--- src/pkg/otps_regs.svh ---
`ifndef OTPS_REGS_SVH
`define OTPS_REGS_SVH
// ==========================================================
// Device register offsets (word addresses before the shift)
`define OTPS_REG_VERIFY   6'h07
`define OTPS_REG_START    6'h08
`define OTPS_REG_MODE     6'h09
`define OTPS_REG_TARGET   6'h0a
`define OTPS_REG_DATA     6'h0b
`define OTPS_REG_KEY      6'h0c
// ==========================================================
// Register values
`define OTPS_KEY_VAL      16'h3337
`define OTPS_MODE_BURN    16'h0043
`define OTPS_MODE_VERIFY  16'h0050
`define OTPS_START_VAL    16'h0001
`define OTPS_VERIFY_VAL   16'h0001
`define OTPS_CLEAR_VAL    16'h0000
// ==========================================================
// Frame layout: command, shifted address, data
`define OTPS_FRAME_BITS   32
`define OTPS_ADDR_SHIFT   2
// ==========================================================
// Timing
`define OTPS_CLK_KHZ      10000
`define OTPS_PWRUP_US     4000
`define OTPS_BURN_US      1600
`define OTPS_PWRUP_CYC    ((`OTPS_PWRUP_US * `OTPS_CLK_KHZ + 999) / 1000)
`define OTPS_BURN_CYC     ((`OTPS_BURN_US * `OTPS_CLK_KHZ + 999) / 1000)
`define OTPS_SCK_HALF_CYC 4
`endif

--- src/pkg/otps_pkg.sv ---
package otps_pkg;
   typedef enum logic [1:0] {OTPS_OP_BURN, OTPS_OP_VERIFY, OTPS_OP_CLEAR} otps_op_e;
   typedef enum logic [2:0] {
      ST_PWRUP, ST_IDLE, ST_SEND, ST_WAITSPI, ST_BURNWAIT, ST_FIN
   } otps_state_e;
   typedef enum logic [2:0] {
      SP_IDLE, SP_LEAD, SP_LOW, SP_HIGH, SP_TRAIL
   } otps_spi_e;
endpackage : otps_pkg

--- src/otps_host.sv ---
`timescale 1ns/1ps
`include "otps_regs.svh"
// Operation
// - Write unlock key to key register first
// - Stage data word before start
// - Write burn current code to control
// - Write target register number to address
// - Write start command to begin burn
// - Wait burn time before next operation
// - One address per start, restage each
// - Clear staging registers after burning ends
// - Verify: key, then verify current code
// - Verify: enable nonvolatile readback register
// - Read target back and compare intent
// - Frame address shifted left two bits
// - Stay silent during power-up load
module otps_host
   import otps_pkg::*;
#(
   parameter int unsigned PWRUP_CYC = `OTPS_PWRUP_CYC,
   parameter int unsigned BURN_CYC  = `OTPS_BURN_CYC,
   parameter int          HALF      = `OTPS_SCK_HALF_CYC,
   parameter logic [7:0]  WR_CMD    = 8'h40,
   parameter logic [7:0]  RD_CMD    = 8'h50
) (
   // Clock, reset, enable
   input  wire logic       mclk,
   input  wire logic       resetn,
   input  wire logic       ce,
   // User order
   input  wire logic       op_valid,
   input  wire otps_op_e   op_kind,
   input  wire logic [5:0] op_addr,
   input  wire logic [15:0] op_data,
   output logic            op_ready_ff,
   // User result
   output logic            done_ff,
   output logic            match_ff,
   output logic [15:0]     rd_data_ff,
   // Device pins
   output logic            spi_csn,
   output logic            spi_sclk,
   output logic            spi_mosi,
   input  wire logic       spi_miso
);
   otps_state_e st_ff;
   otps_op_e    op_ff;
   logic [5:0]  tgt_ff;
   logic [15:0] dat_ff;
   logic [2:0]  step_ff;
   logic [31:0] wait_ff;
   logic        spi_start_ff;
   logic        spi_done;
   logic [15:0] spi_rx;
   logic [5:0]  s_addr;
   logic [15:0] s_data;
   logic        s_rd;
   logic [2:0]  s_last;
   logic [`OTPS_FRAME_BITS-1:0] frame_tx;

   // ==========================================================
   // Step table
   always_comb begin
      s_addr = `OTPS_REG_KEY;
      s_data = `OTPS_KEY_VAL;
      s_rd   = 1'b0;
      s_last = 3'h3;
      case (op_ff)
         OTPS_OP_BURN: begin
            s_last = 3'h4;
            case (step_ff)
               3'h0: begin
                  s_addr = `OTPS_REG_KEY;
                  s_data = `OTPS_KEY_VAL;
               end
               3'h1: begin
                  s_addr = `OTPS_REG_DATA;
                  s_data = dat_ff;
               end
               3'h2: begin
                  s_addr = `OTPS_REG_MODE;
                  s_data = `OTPS_MODE_BURN;
               end
               3'h3: begin
                  s_addr = `OTPS_REG_TARGET;
                  s_data = {10'h000, tgt_ff};
               end
               default: begin
                  s_addr = `OTPS_REG_START;
                  s_data = `OTPS_START_VAL;
               end
            endcase
         end
         OTPS_OP_VERIFY: begin
            case (step_ff)
               3'h0: begin
                  s_addr = `OTPS_REG_KEY;
                  s_data = `OTPS_KEY_VAL;
               end
               3'h1: begin
                  s_addr = `OTPS_REG_MODE;
                  s_data = `OTPS_MODE_VERIFY;
               end
               3'h2: begin
                  s_addr = `OTPS_REG_VERIFY;
                  s_data = `OTPS_VERIFY_VAL;
               end
               default: begin
                  s_addr = tgt_ff;
                  s_data = 16'h0000;
                  s_rd   = 1'b1;
               end
            endcase
         end
         default: begin
            // Walk 9 up to 12, writing zero
            s_addr = `OTPS_REG_MODE + {3'h0, step_ff};
            s_data = `OTPS_CLEAR_VAL;
         end
      endcase
   end

   assign frame_tx = {s_rd ? RD_CMD : WR_CMD,
                      s_addr, 2'b00,
                      s_data};

   // ==========================================================
   // Sequencer
   always_ff @(posedge mclk) begin
      if (!resetn) begin
         st_ff        <= ST_PWRUP;
         wait_ff      <= 32'(PWRUP_CYC - 1);
         op_ready_ff  <= 1'b0;
         spi_start_ff <= 1'b0;
         step_ff      <= 3'h0;
         done_ff      <= 1'b0;
      end else if (ce) begin
         spi_start_ff <= 1'b0;
         done_ff      <= 1'b0;
         case (st_ff)
            ST_PWRUP: begin
               if (wait_ff == 32'h0) begin
                  st_ff       <= ST_IDLE;
                  op_ready_ff <= 1'b1;
               end else begin
                  wait_ff <= wait_ff - 32'h1;
               end
            end
            ST_IDLE: begin
               if (op_valid) begin
                  op_ready_ff <= 1'b0;
                  step_ff     <= 3'h0;
                  st_ff       <= ST_SEND;
               end
            end
            ST_SEND: begin
               spi_start_ff <= 1'b1;
               st_ff        <= ST_WAITSPI;
            end
            ST_WAITSPI: begin
               if (spi_done) begin
                  if (step_ff != s_last) begin
                     step_ff <= step_ff + 3'h1;
                     st_ff   <= ST_SEND;
                  end else if (op_ff == OTPS_OP_BURN) begin
                     wait_ff <= 32'(BURN_CYC - 1);
                     st_ff   <= ST_BURNWAIT;
                  end else begin
                     st_ff <= ST_FIN;
                  end
               end
            end
            ST_BURNWAIT: begin
               if (wait_ff == 32'h0) begin
                  st_ff <= ST_FIN;
               end else begin
                  wait_ff <= wait_ff - 32'h1;
               end
            end
            ST_FIN: begin
               // Ready only after the whole sequence; one address each
               done_ff     <= 1'b1;
               op_ready_ff <= 1'b1;
               st_ff       <= ST_IDLE;
            end
            default: st_ff <= ST_IDLE;
         endcase
      end
   end

   // ==========================================================
   // Order latch, held for the whole sequence
   always_ff @(posedge mclk) begin
      if (!resetn) begin
         op_ff  <= OTPS_OP_BURN;
         tgt_ff <= 6'h00;
         dat_ff <= 16'h0000;
      end else if (ce && st_ff == ST_IDLE && op_valid) begin
         op_ff  <= op_kind;
         tgt_ff <= op_addr;
         dat_ff <= op_data;
      end
   end

   // ==========================================================
   // Readback and compare
   always_ff @(posedge mclk) begin
      if (!resetn) begin
         rd_data_ff <= 16'h0000;
         match_ff   <= 1'b0;
      end else if (ce && st_ff == ST_WAITSPI && spi_done && s_rd) begin
         rd_data_ff <= spi_rx;
         match_ff   <= (spi_rx == dat_ff);
      end
   end

   otps_spi #(
      .NBITS (`OTPS_FRAME_BITS),
      .HALF  (HALF)
   ) u_spi (
      .mclk    (mclk),
      .resetn  (resetn),
      .ce      (ce),
      .start   (spi_start_ff),
      .tx      (frame_tx),
      .done_ff (spi_done),
      .rx_ff   (spi_rx),
      .csn_ff  (spi_csn),
      .sclk_ff (spi_sclk),
      .mosi_ff (spi_mosi),
      .miso    (spi_miso)
   );

   // ==========================================================
   // Checks
   logic [31:0] burn_cnt_ff;
   always_ff @(posedge mclk) begin
      if (!resetn) begin
         burn_cnt_ff <= 32'h0;
      end else if (ce) begin
         burn_cnt_ff <= (st_ff == ST_BURNWAIT) ? burn_cnt_ff + 32'h1 : 32'h0;
      end
   end
endmodule : otps_host

--- src/otps_spi.sv ---
`timescale 1ns/1ps
`include "otps_regs.svh"
module otps_spi
   import otps_pkg::*;
#(
   parameter int NBITS = `OTPS_FRAME_BITS,
   parameter int HALF  = `OTPS_SCK_HALF_CYC
) (
   // Clock, reset, enable
   input  wire logic             mclk,
   input  wire logic             resetn,
   input  wire logic             ce,
   // Frame request
   input  wire logic             start,
   input  wire logic [NBITS-1:0] tx,
   output logic                  done_ff,
   output logic [15:0]           rx_ff,
   // Pins, SPI mode 3
   output logic                  csn_ff,
   output logic                  sclk_ff,
   output logic                  mosi_ff,
   input  wire logic             miso
);
   localparam logic [7:0] HALF_M1 = 8'(HALF - 1);
   localparam logic [5:0] LAST    = 6'(NBITS - 1);

   otps_spi_e        st_ff;
   logic [7:0]       div_ff;
   logic [5:0]       bit_ff;
   logic [NBITS-1:0] sh_ff;
   logic             s1_ff, s2_ff, s3_ff, miso_ff;
   logic             tick;

   assign tick = (div_ff == HALF_M1);

   // ==========================================================
   // Input synchroniser; change taken once stages 2 and 3 agree
   always_ff @(posedge mclk) begin
      if (!resetn) begin
         s1_ff   <= 1'b0;
         s2_ff   <= 1'b0;
         s3_ff   <= 1'b0;
         miso_ff <= 1'b0;
      end else if (ce) begin
         s1_ff <= miso;
         s2_ff <= s1_ff;
         s3_ff <= s2_ff;
         if (s2_ff == s3_ff) begin
            miso_ff <= s3_ff;
         end
      end
   end

   // ==========================================================
   // Shifter: data out on falling edge, sampled before next fall
   always_ff @(posedge mclk) begin
      if (!resetn) begin
         st_ff   <= SP_IDLE;
         div_ff  <= 8'h00;
         bit_ff  <= 6'h00;
         sh_ff   <= '0;
         rx_ff   <= 16'h0000;
         csn_ff  <= 1'b1;
         sclk_ff <= 1'b1;
         mosi_ff <= 1'b0;
         done_ff <= 1'b0;
      end else if (ce) begin
         done_ff <= 1'b0;
         div_ff  <= tick ? 8'h00 : div_ff + 8'h01;
         case (st_ff)
            SP_IDLE: begin
               div_ff <= 8'h00;
               if (start) begin
                  sh_ff  <= tx;
                  bit_ff <= 6'h00;
                  csn_ff <= 1'b0;
                  st_ff  <= SP_LEAD;
               end
            end
            SP_LEAD: if (tick) begin
               sclk_ff <= 1'b0;
               mosi_ff <= sh_ff[NBITS-1];
               sh_ff   <= {sh_ff[NBITS-2:0], 1'b0};
               st_ff   <= SP_LOW;
            end
            SP_LOW: if (tick) begin
               sclk_ff <= 1'b1;
               st_ff   <= SP_HIGH;
            end
            SP_HIGH: if (tick) begin
               rx_ff <= {rx_ff[14:0], miso_ff};
               if (bit_ff == LAST) begin
                  st_ff <= SP_TRAIL;
               end else begin
                  sclk_ff <= 1'b0;
                  mosi_ff <= sh_ff[NBITS-1];
                  sh_ff   <= {sh_ff[NBITS-2:0], 1'b0};
                  bit_ff  <= bit_ff + 6'h01;
                  st_ff   <= SP_LOW;
               end
            end
            SP_TRAIL: if (tick) begin
               csn_ff  <= 1'b1;
               mosi_ff <= 1'b0;
               done_ff <= 1'b1;
               st_ff   <= SP_IDLE;
            end
            default: st_ff <= SP_IDLE;
         endcase
      end
   end
endmodule : otps_spi

--- config.mk ---
export PLATFORM = sky130hd
export DESIGN_NAME = otps_host
export DESIGN_NICKNAME = d
export VERILOG_FILES = /design/src/pkg/otps_pkg.sv /design/src/otps_host.sv /design/src/otps_spi.sv
export VERILOG_INCLUDE_DIRS = /design/src /design/src/pkg
export SDC_FILE = /design/constraint.sdc
export NUM_CORES = 1
export LEC_CHECK = 0
export ABC_AREA = 1
export BUFFER_PORTS_ARGS = -buffer_cell sky130_fd_sc_hd__buf_4
export CORE_MARGIN = 2
export CORE_UTILIZATION = 61
export CTS_CLUSTER_DIAMETER = 40
export CTS_CLUSTER_SIZE = 28
export DETAILED_ROUTE_END_ITERATION = 12
export MAX_ROUTING_LAYER = met4
export PLACE_DENSITY_LB_ADDON = 0.12
export SLEW_MARGIN = 20
export SYNTH_ARGS = -nofsm -noshare
export SYNTH_HDL_FRONTEND = slang
export SYNTH_SLANG_ARGS = --single-unit
--- constraint.sdc ---
create_clock -name mclk -period 2.1 [get_ports mclk]
set_input_delay 0.315 -clock mclk [delete_from_list [all_inputs] [get_ports mclk]]
set_output_delay 0.315 -clock mclk [all_outputs]
set_load 0.005 [all_outputs]
Word-level counts from Yosys, hierarchy flattened
Cells that the tools add are included.
W data, S select, Z words.
{"block": "classes", "addsub": 5, "eq_ne": 32, "mux": 62, "reduce_logical": 32}
{"cell": "$mux W32", "n": 8}
{"cell": "$pmux W32 S3", "n": 1}
{"cell": "$pmux W16 S4", "n": 1}
{"cell": "$pmux W32 S2", "n": 1}
{"cell": "$mux W3", "n": 15}
{"cell": "$pmux W14 S3", "n": 1}
{"cell": "$logic_not A32 Y1", "n": 1}
{"cell": "$pmux W16 S2", "n": 1}
{"cell": "$sub A32 B1 Y32 const B", "n": 1}
{"cell": "$pmux W3 S5", "n": 2}
{"cell": "$reduce_and A6 Y1", "n": 5}
{"cell": "$pmux W6 S2", "n": 2}
{"cell": "$eq A3 B2 Y1 const B", "n": 6}
{"cell": "$mux W6", "n": 3}
{"cell": "$ne A2 B2 Y1 const B", "n": 9}
{"cell": "$pmux W6 S3", "n": 1}
{"cell": "$mux W1", "n": 17}
{"cell": "$eq A16 B16 Y1", "n": 1}
{"cell": "$mux W8", "n": 2}
{"cell": "$reduce_and A5 Y1", "n": 3}
{"cell": "$pmux W3 S4", "n": 1}
{"cell": "$reduce_bool A3 Y1", "n": 4}
{"cell": "$ne A2 B1 Y1 const B", "n": 5}
{"cell": "$eq A3 B1 Y1 const B", "n": 3}
{"cell": "23 further kinds", "n": 37}
{"block": "word_totals", "reg_bits": 155, "input_bits": 29, "output_inout_bits": 22, "elab_cells": 155}

Logic depth before layout (Yosys ltp)
{"block": "depth", "depth_word": 7, "depth_mapped": 11}

Cells and area by module
From an unflattened synthesis, not the netlist that was laid out.
{"block": "unflattened", "hier_cells": 1332, "area_unflattened_um2": 8434.3}
{"mod": "otps_host", "instances": 1, "cells_each": 748, "area_each_um2": 4785.8, "seq_area_each_um2": 1641.6}
{"mod": "otps_spi", "instances": 1, "cells_each": 584, "area_each_um2": 3648.5, "seq_area_each_um2": 1461.4}

Worst setup path after synthesis
OpenSTA, ideal clock, no wires.
{"block": "synth_timing", "path_type": "register -> register", "start": "register wait_ff[0]", "end": "register wait_ff[14]", "setup_time_ns": 0.069, "arrival_time_ns": 1.716, "setup_slack_ns": 0.315, "path_stages_with_launch": 12, "n_path_buf": 1, "synth_period_minus_slack_ns": 1.785, "cell_sequence": "dfxtp_1 -> inv_1 -> ha_1 -> nand2_4 -> nor2_8 -> nand2_4 -> o21ai_4 -> nand2_4 -> nand2_4 -> buf_8 -> nand2_2 -> a21oi_2"}
{"block": "synth_between", "elab_chain_len": 3}
{"element": "from (decl)", "line_no": "otps_host.sv:51", "source": "logic [31:0] wait_ff;"}
{"element": "from (signal assigned)", "line_no": "otps_host.sv:132", "source": "wait_ff <= 32'(PWRUP_CYC - 1);"}
{"element": "from (signal assigned)", "line_no": "otps_host.sv:146", "source": "wait_ff <= wait_ff - 32'h1;"}
{"element": "from (signal assigned)", "line_no": "otps_host.sv:166", "source": "wait_ff <= 32'(BURN_CYC - 1);"}
{"element": "$sub A32 B1 Y32 or $logic_not A32 Y1 (tied branches)"}
{"element": "$mux W32 or $ne A2 B2 Y1 (tied branches)"}
{"element": "$pmux W32 S2 or $reduce_and A6 Y1 (tied branches)"}
Several ways; a longest one is shown, not always the timed one. The select of a mux whose other input is x is not followed.
A chain may end at the register's enable or synchronous reset.

Worst setup path in the final report
{"block": "layout_timing", "start": "register u_spi.div_ff[0]", "end": "register u_spi.sh_ff[16]"}
{"block": "layout_between", "elab_chain_len": 3}
{"element": "from (decl)", "line_no": "otps_spi.sv:28", "source": "logic [7:0] div_ff;"}
{"element": "from (signal assigned)", "line_no": "otps_spi.sv:69", "source": "div_ff <= tick ? 8'h00 : div_ff + 8'h01;"}
{"element": "$eq A8 B2 Y1 *", "line_no": "otps_spi.sv:34", "source": "assign tick = (div_ff == HALF_M1);"}
{"element": "$ne A2 B1 Y1 (no source line)"}
{"element": "$reduce_and A6 Y1 (no source line) *"}
{"element": "to (signal assigned)", "line_no": "otps_spi.sv:74", "source": "sh_ff <= tx;"}
{"element": "to (signal assigned)", "line_no": "otps_spi.sv:83", "source": "sh_ff <= {sh_ff[NBITS-2:0], 1'b0};"}
{"element": "to (signal assigned)", "line_no": "otps_spi.sv:97", "source": "sh_ff <= {sh_ff[NBITS-2:0], 1'b0};"}
{"element": "to (decl)", "line_no": "otps_spi.sv:30", "source": "logic [NBITS-1:0] sh_ff;"}
Mark *: on every way between the ends. The rest lies on a longest branch, timed or not.

==> results.json <==
{
  "die-area_um2": 13900,
  "drt_first_pass_iters": 7,
  "ffs_latches_synth": 155,
  "maxCapViolations": 0,
  "fill_cells": 1057,
  "min_path_type": "in -> reg",
  "rows": 41,
  "cts_max_level": 4,
  "timing.critical_path.cells": "ha_1 -> nand2_1 -> nor2_4 -> inv_2 -> a21oi_4 -> nand2_1 -> nor2_4 -> buf_12 -> nand3_1 -> a21oi_1",
  "synth_cells": 1153,
  "cts.hold.buffers_added": 0,
  "port_buffers": 50,
  "postRouteAntennaNets": 0,
  "maximum_number_of_pins_on_one_net_before_global_route_repair": 53,
  "setup_viol": 0,
  "finalHoldViolations": 0,
  "arrival_ns": 2.31,
  "core_um2": 12600,
  "layout.cells.most_common_list": "nand2_1 (223), nor2_1 (187), dfxtp_1 (154)",
  "grt_pass1_wl_um": 35100,
  "post_route_setup_slack_ns": 0.147,
  "number_of_library_cell_types_mapped_by_synthesis": 44,
  "clk_latency_ns": 0.44,
  "critical-path-slowest-cell": "dfxtp_1",
  "status": "completed",
  "synthToLayoutAreaGrowth_pct": 17.1,
  "fin_worst_skew_ns": 0.00948,
  "wirelength_um": 21100,
  "synth_area_um2": 7900,
  "detailed_route_vias_per_instance": 5.64,
  "dp_hpwl_um": 14000,
  "cp-start-kind": "flip-flop",
  "post-route-period-util_pct": 93.0,
  "drt-initial-drc-count": 740,
  "final_cell_count_no_fill": 1395,
  "post_synth.cell_area_avg_um2": 6.86,
  "io-pin-count": 51,
  "yosysWarningCount": 0,
  "crit_path_max_fanout": 26,
  "grt.overflow.total": 0,
  "worst_hold_slack_ns": 0.110,
  "n_antenna_cell": 0,
  "dpl.cell_count": 1358,
  "final_max_slew_viol_count": 0,
  "drt-wirelength-per-cell_um": 15.1,
  "detailedPlace.worstSlack_ns": 0.0295,
  "cts-root-buf": "clkbuf_16",
  "vias": 7869,
  "crit_family": "simple AND/OR/NAND/NOR gates",
  "max-slew-margin-rel_pct": 67.9,
  "rsz0062_at_grt": "false",
  "post_route_cells_drive_above_1_share_pct": 15.2,
  "first_global_vias": 7366,
  "setup-tns-final_ns": 0,
  "cts.reportedPaths.clkPinSlew_ns": 0.06,
  "max_clock_freq_ghz": 0.512,
  "synth_async_sr_flop_share_pct": 0,
  "start_util_pct": 62.6,
  "cp.buffers_inverters": 2,
  "tritoncts": "done",
  "static-leakage-power_nw": 3.80,
  "setup.worst_path.class": "reg -> reg",
  "register_area_share_after_synthesis_pct": 39.3,
  "primary_ff_master_synth": "dfxtp_1",
  "timing.final.crit_period_ns": 1.95,
  "final_net_count": 1248,
  "clock_tree.buffer_depth": 2,
  "drc": 0,
  "die_w_um": 118,
  "cts_inserted_buffers": 17,
  "antenna_found_initial": 0,
  "dieHeight_um": 118,
  "layout.cells.most_common": "nand2_1",
  "numClockSinks": 155,
  "tightest_slew_ns": 0.478,
  "endpoint_kind": "flip-flop",
  "power.density_cell_area_nw_per_um2": 726,
  "irDropWorstVdd_mv": 0.562,
  "postSynthNetCount": 1191,
  "synth_edf_count": 0,
  "max_stage_delay_ns": 0.38,
  "worst_path_required_ns": 2.45,
  "place_congestion": 0.930,
  "globalRouteTotalUtil_pct": 31.6
}
==> Yosys cell counts, drive strengths merged, types with 3 or more instances <==
cell type	n	area share (%)
nand2	241	12
nor2	200	10
dfxtp	155	39
o21ai	142	9.2
a21oi	119	8.5
inv	94	4.5
nand3	67	4.4
clkbuf	34	1.6
nand4	17	1.3
buf	13	1.3
xnor2	13	1.4
ha	9	1.4
nor3	9	0.63
or2	8	0.63
o21bai	7	0.66
xor2	5	0.55
nor3b	3	0.28
o22ai	3	0.24
==> cell type report <==
class                           instances  area [um^2]  share of cell area (%)
Tap cell                              172          215                    2.33
Multi-Input combinational cell        858         4250                    46.0
Clock inverter                         10          165                    1.78
Clock buffer                           22          464                    5.02
Timing Repair Buffer                   84          698                    7.54
Sequential cell                       155         3100                    33.5
Inverter                               94          353                    3.81
==> cells by family (layout without fill, tap and decap cells) <==
kind of cell,count (synthesis),after routing,share of synthesized area (%)
buf+inv,141,210,7.38
mux,2,2,0.253
compound gates,280,280,19.5
fa+ha+maj,9,9,1.42
xor+xnor,18,18,1.99
flops,155,155,39.3
simple gates,548,549,30.2
==> worst paths after layout <==
kind              slack [ns]  cells past startpoint                           end                         start
hold / removal          0.11                      3      u_spi.s1_ff$_SDFFE_PN0P_                      spi_miso
setup / recovery        0.15                     10  u_spi.sh_ff[16]$_SDFFE_PN0P_  u_spi.div_ff[0]$_SDFFE_PN0P_
setup reg to reg        0.15                     10  u_spi.sh_ff[16]$_SDFFE_PN0P_  u_spi.div_ff[0]$_SDFFE_PN0P_
hold reg to reg         0.46                      2    u_spi.miso_ff$_SDFFE_PN0P_      u_spi.s3_ff$_SDFFE_PN0P_
==> stage by stage <==
stage / cell area [um^2] / total power, mW / util [%]
2_1_floorplan: 7900 / 3.33 / -
3_3_place_gp: 8540 / 3.45 / 67.7
3_5_place_dp: 8540 / 3.46 / 67.7
4_1_cts: 9170 / 6.72 / 72.7
5_1_grt: 9250 / 6.91 / 73.3
6_report: 9250 / 6.72 / 73.3
==> worst register-to-register path, stage by stage (launching register included) <==
cell and delay (ns):
dfxtp_1 0.38, ha_1 0.22, nand2_1 0.10, nor2_4 0.14, inv_2 0.08, a21oi_4 0.16, nand2_1 0.11, nor2_4 0.21
buf_12 0.19, nand3_1 0.09, a21oi_1 0.19
==> registers in the layout, indices dropped and copies added (netlist names), 2 cells and up <==
name and flops:
dat_ff 16, u_spi.sh_ff 32, st_ff 3, tgt_ff 6
u_spi.rx_ff 16, u_spi.st_ff 3, step_ff 3, u_spi.div_ff 8
rd_data_ff 16, wait_ff 32, op_ff 2, u_spi.bit_ff 6
==> routing by layer <==
layer / GRT usage (%) / routed length [um]
met1: 38.7 / 9250
met2: 51.2 / 10200
met3: 6.64 / 1090
met4: 12.1 / 578
met5: - / 0
==> power by group <==
group | internal [mW] | switching [mW]
Combinational | 0.147 | 0.255
Clock | 2.05 | 1.25
Sequential | 2.98 | 0.0353
==> timing repair <==
action | in CTS | in global routing
gates resized for setup | 0 | 6
setup buffers | 0 | 3
setup endpoints to repair | 0 | 63
(Power assumes the default switching activity.)
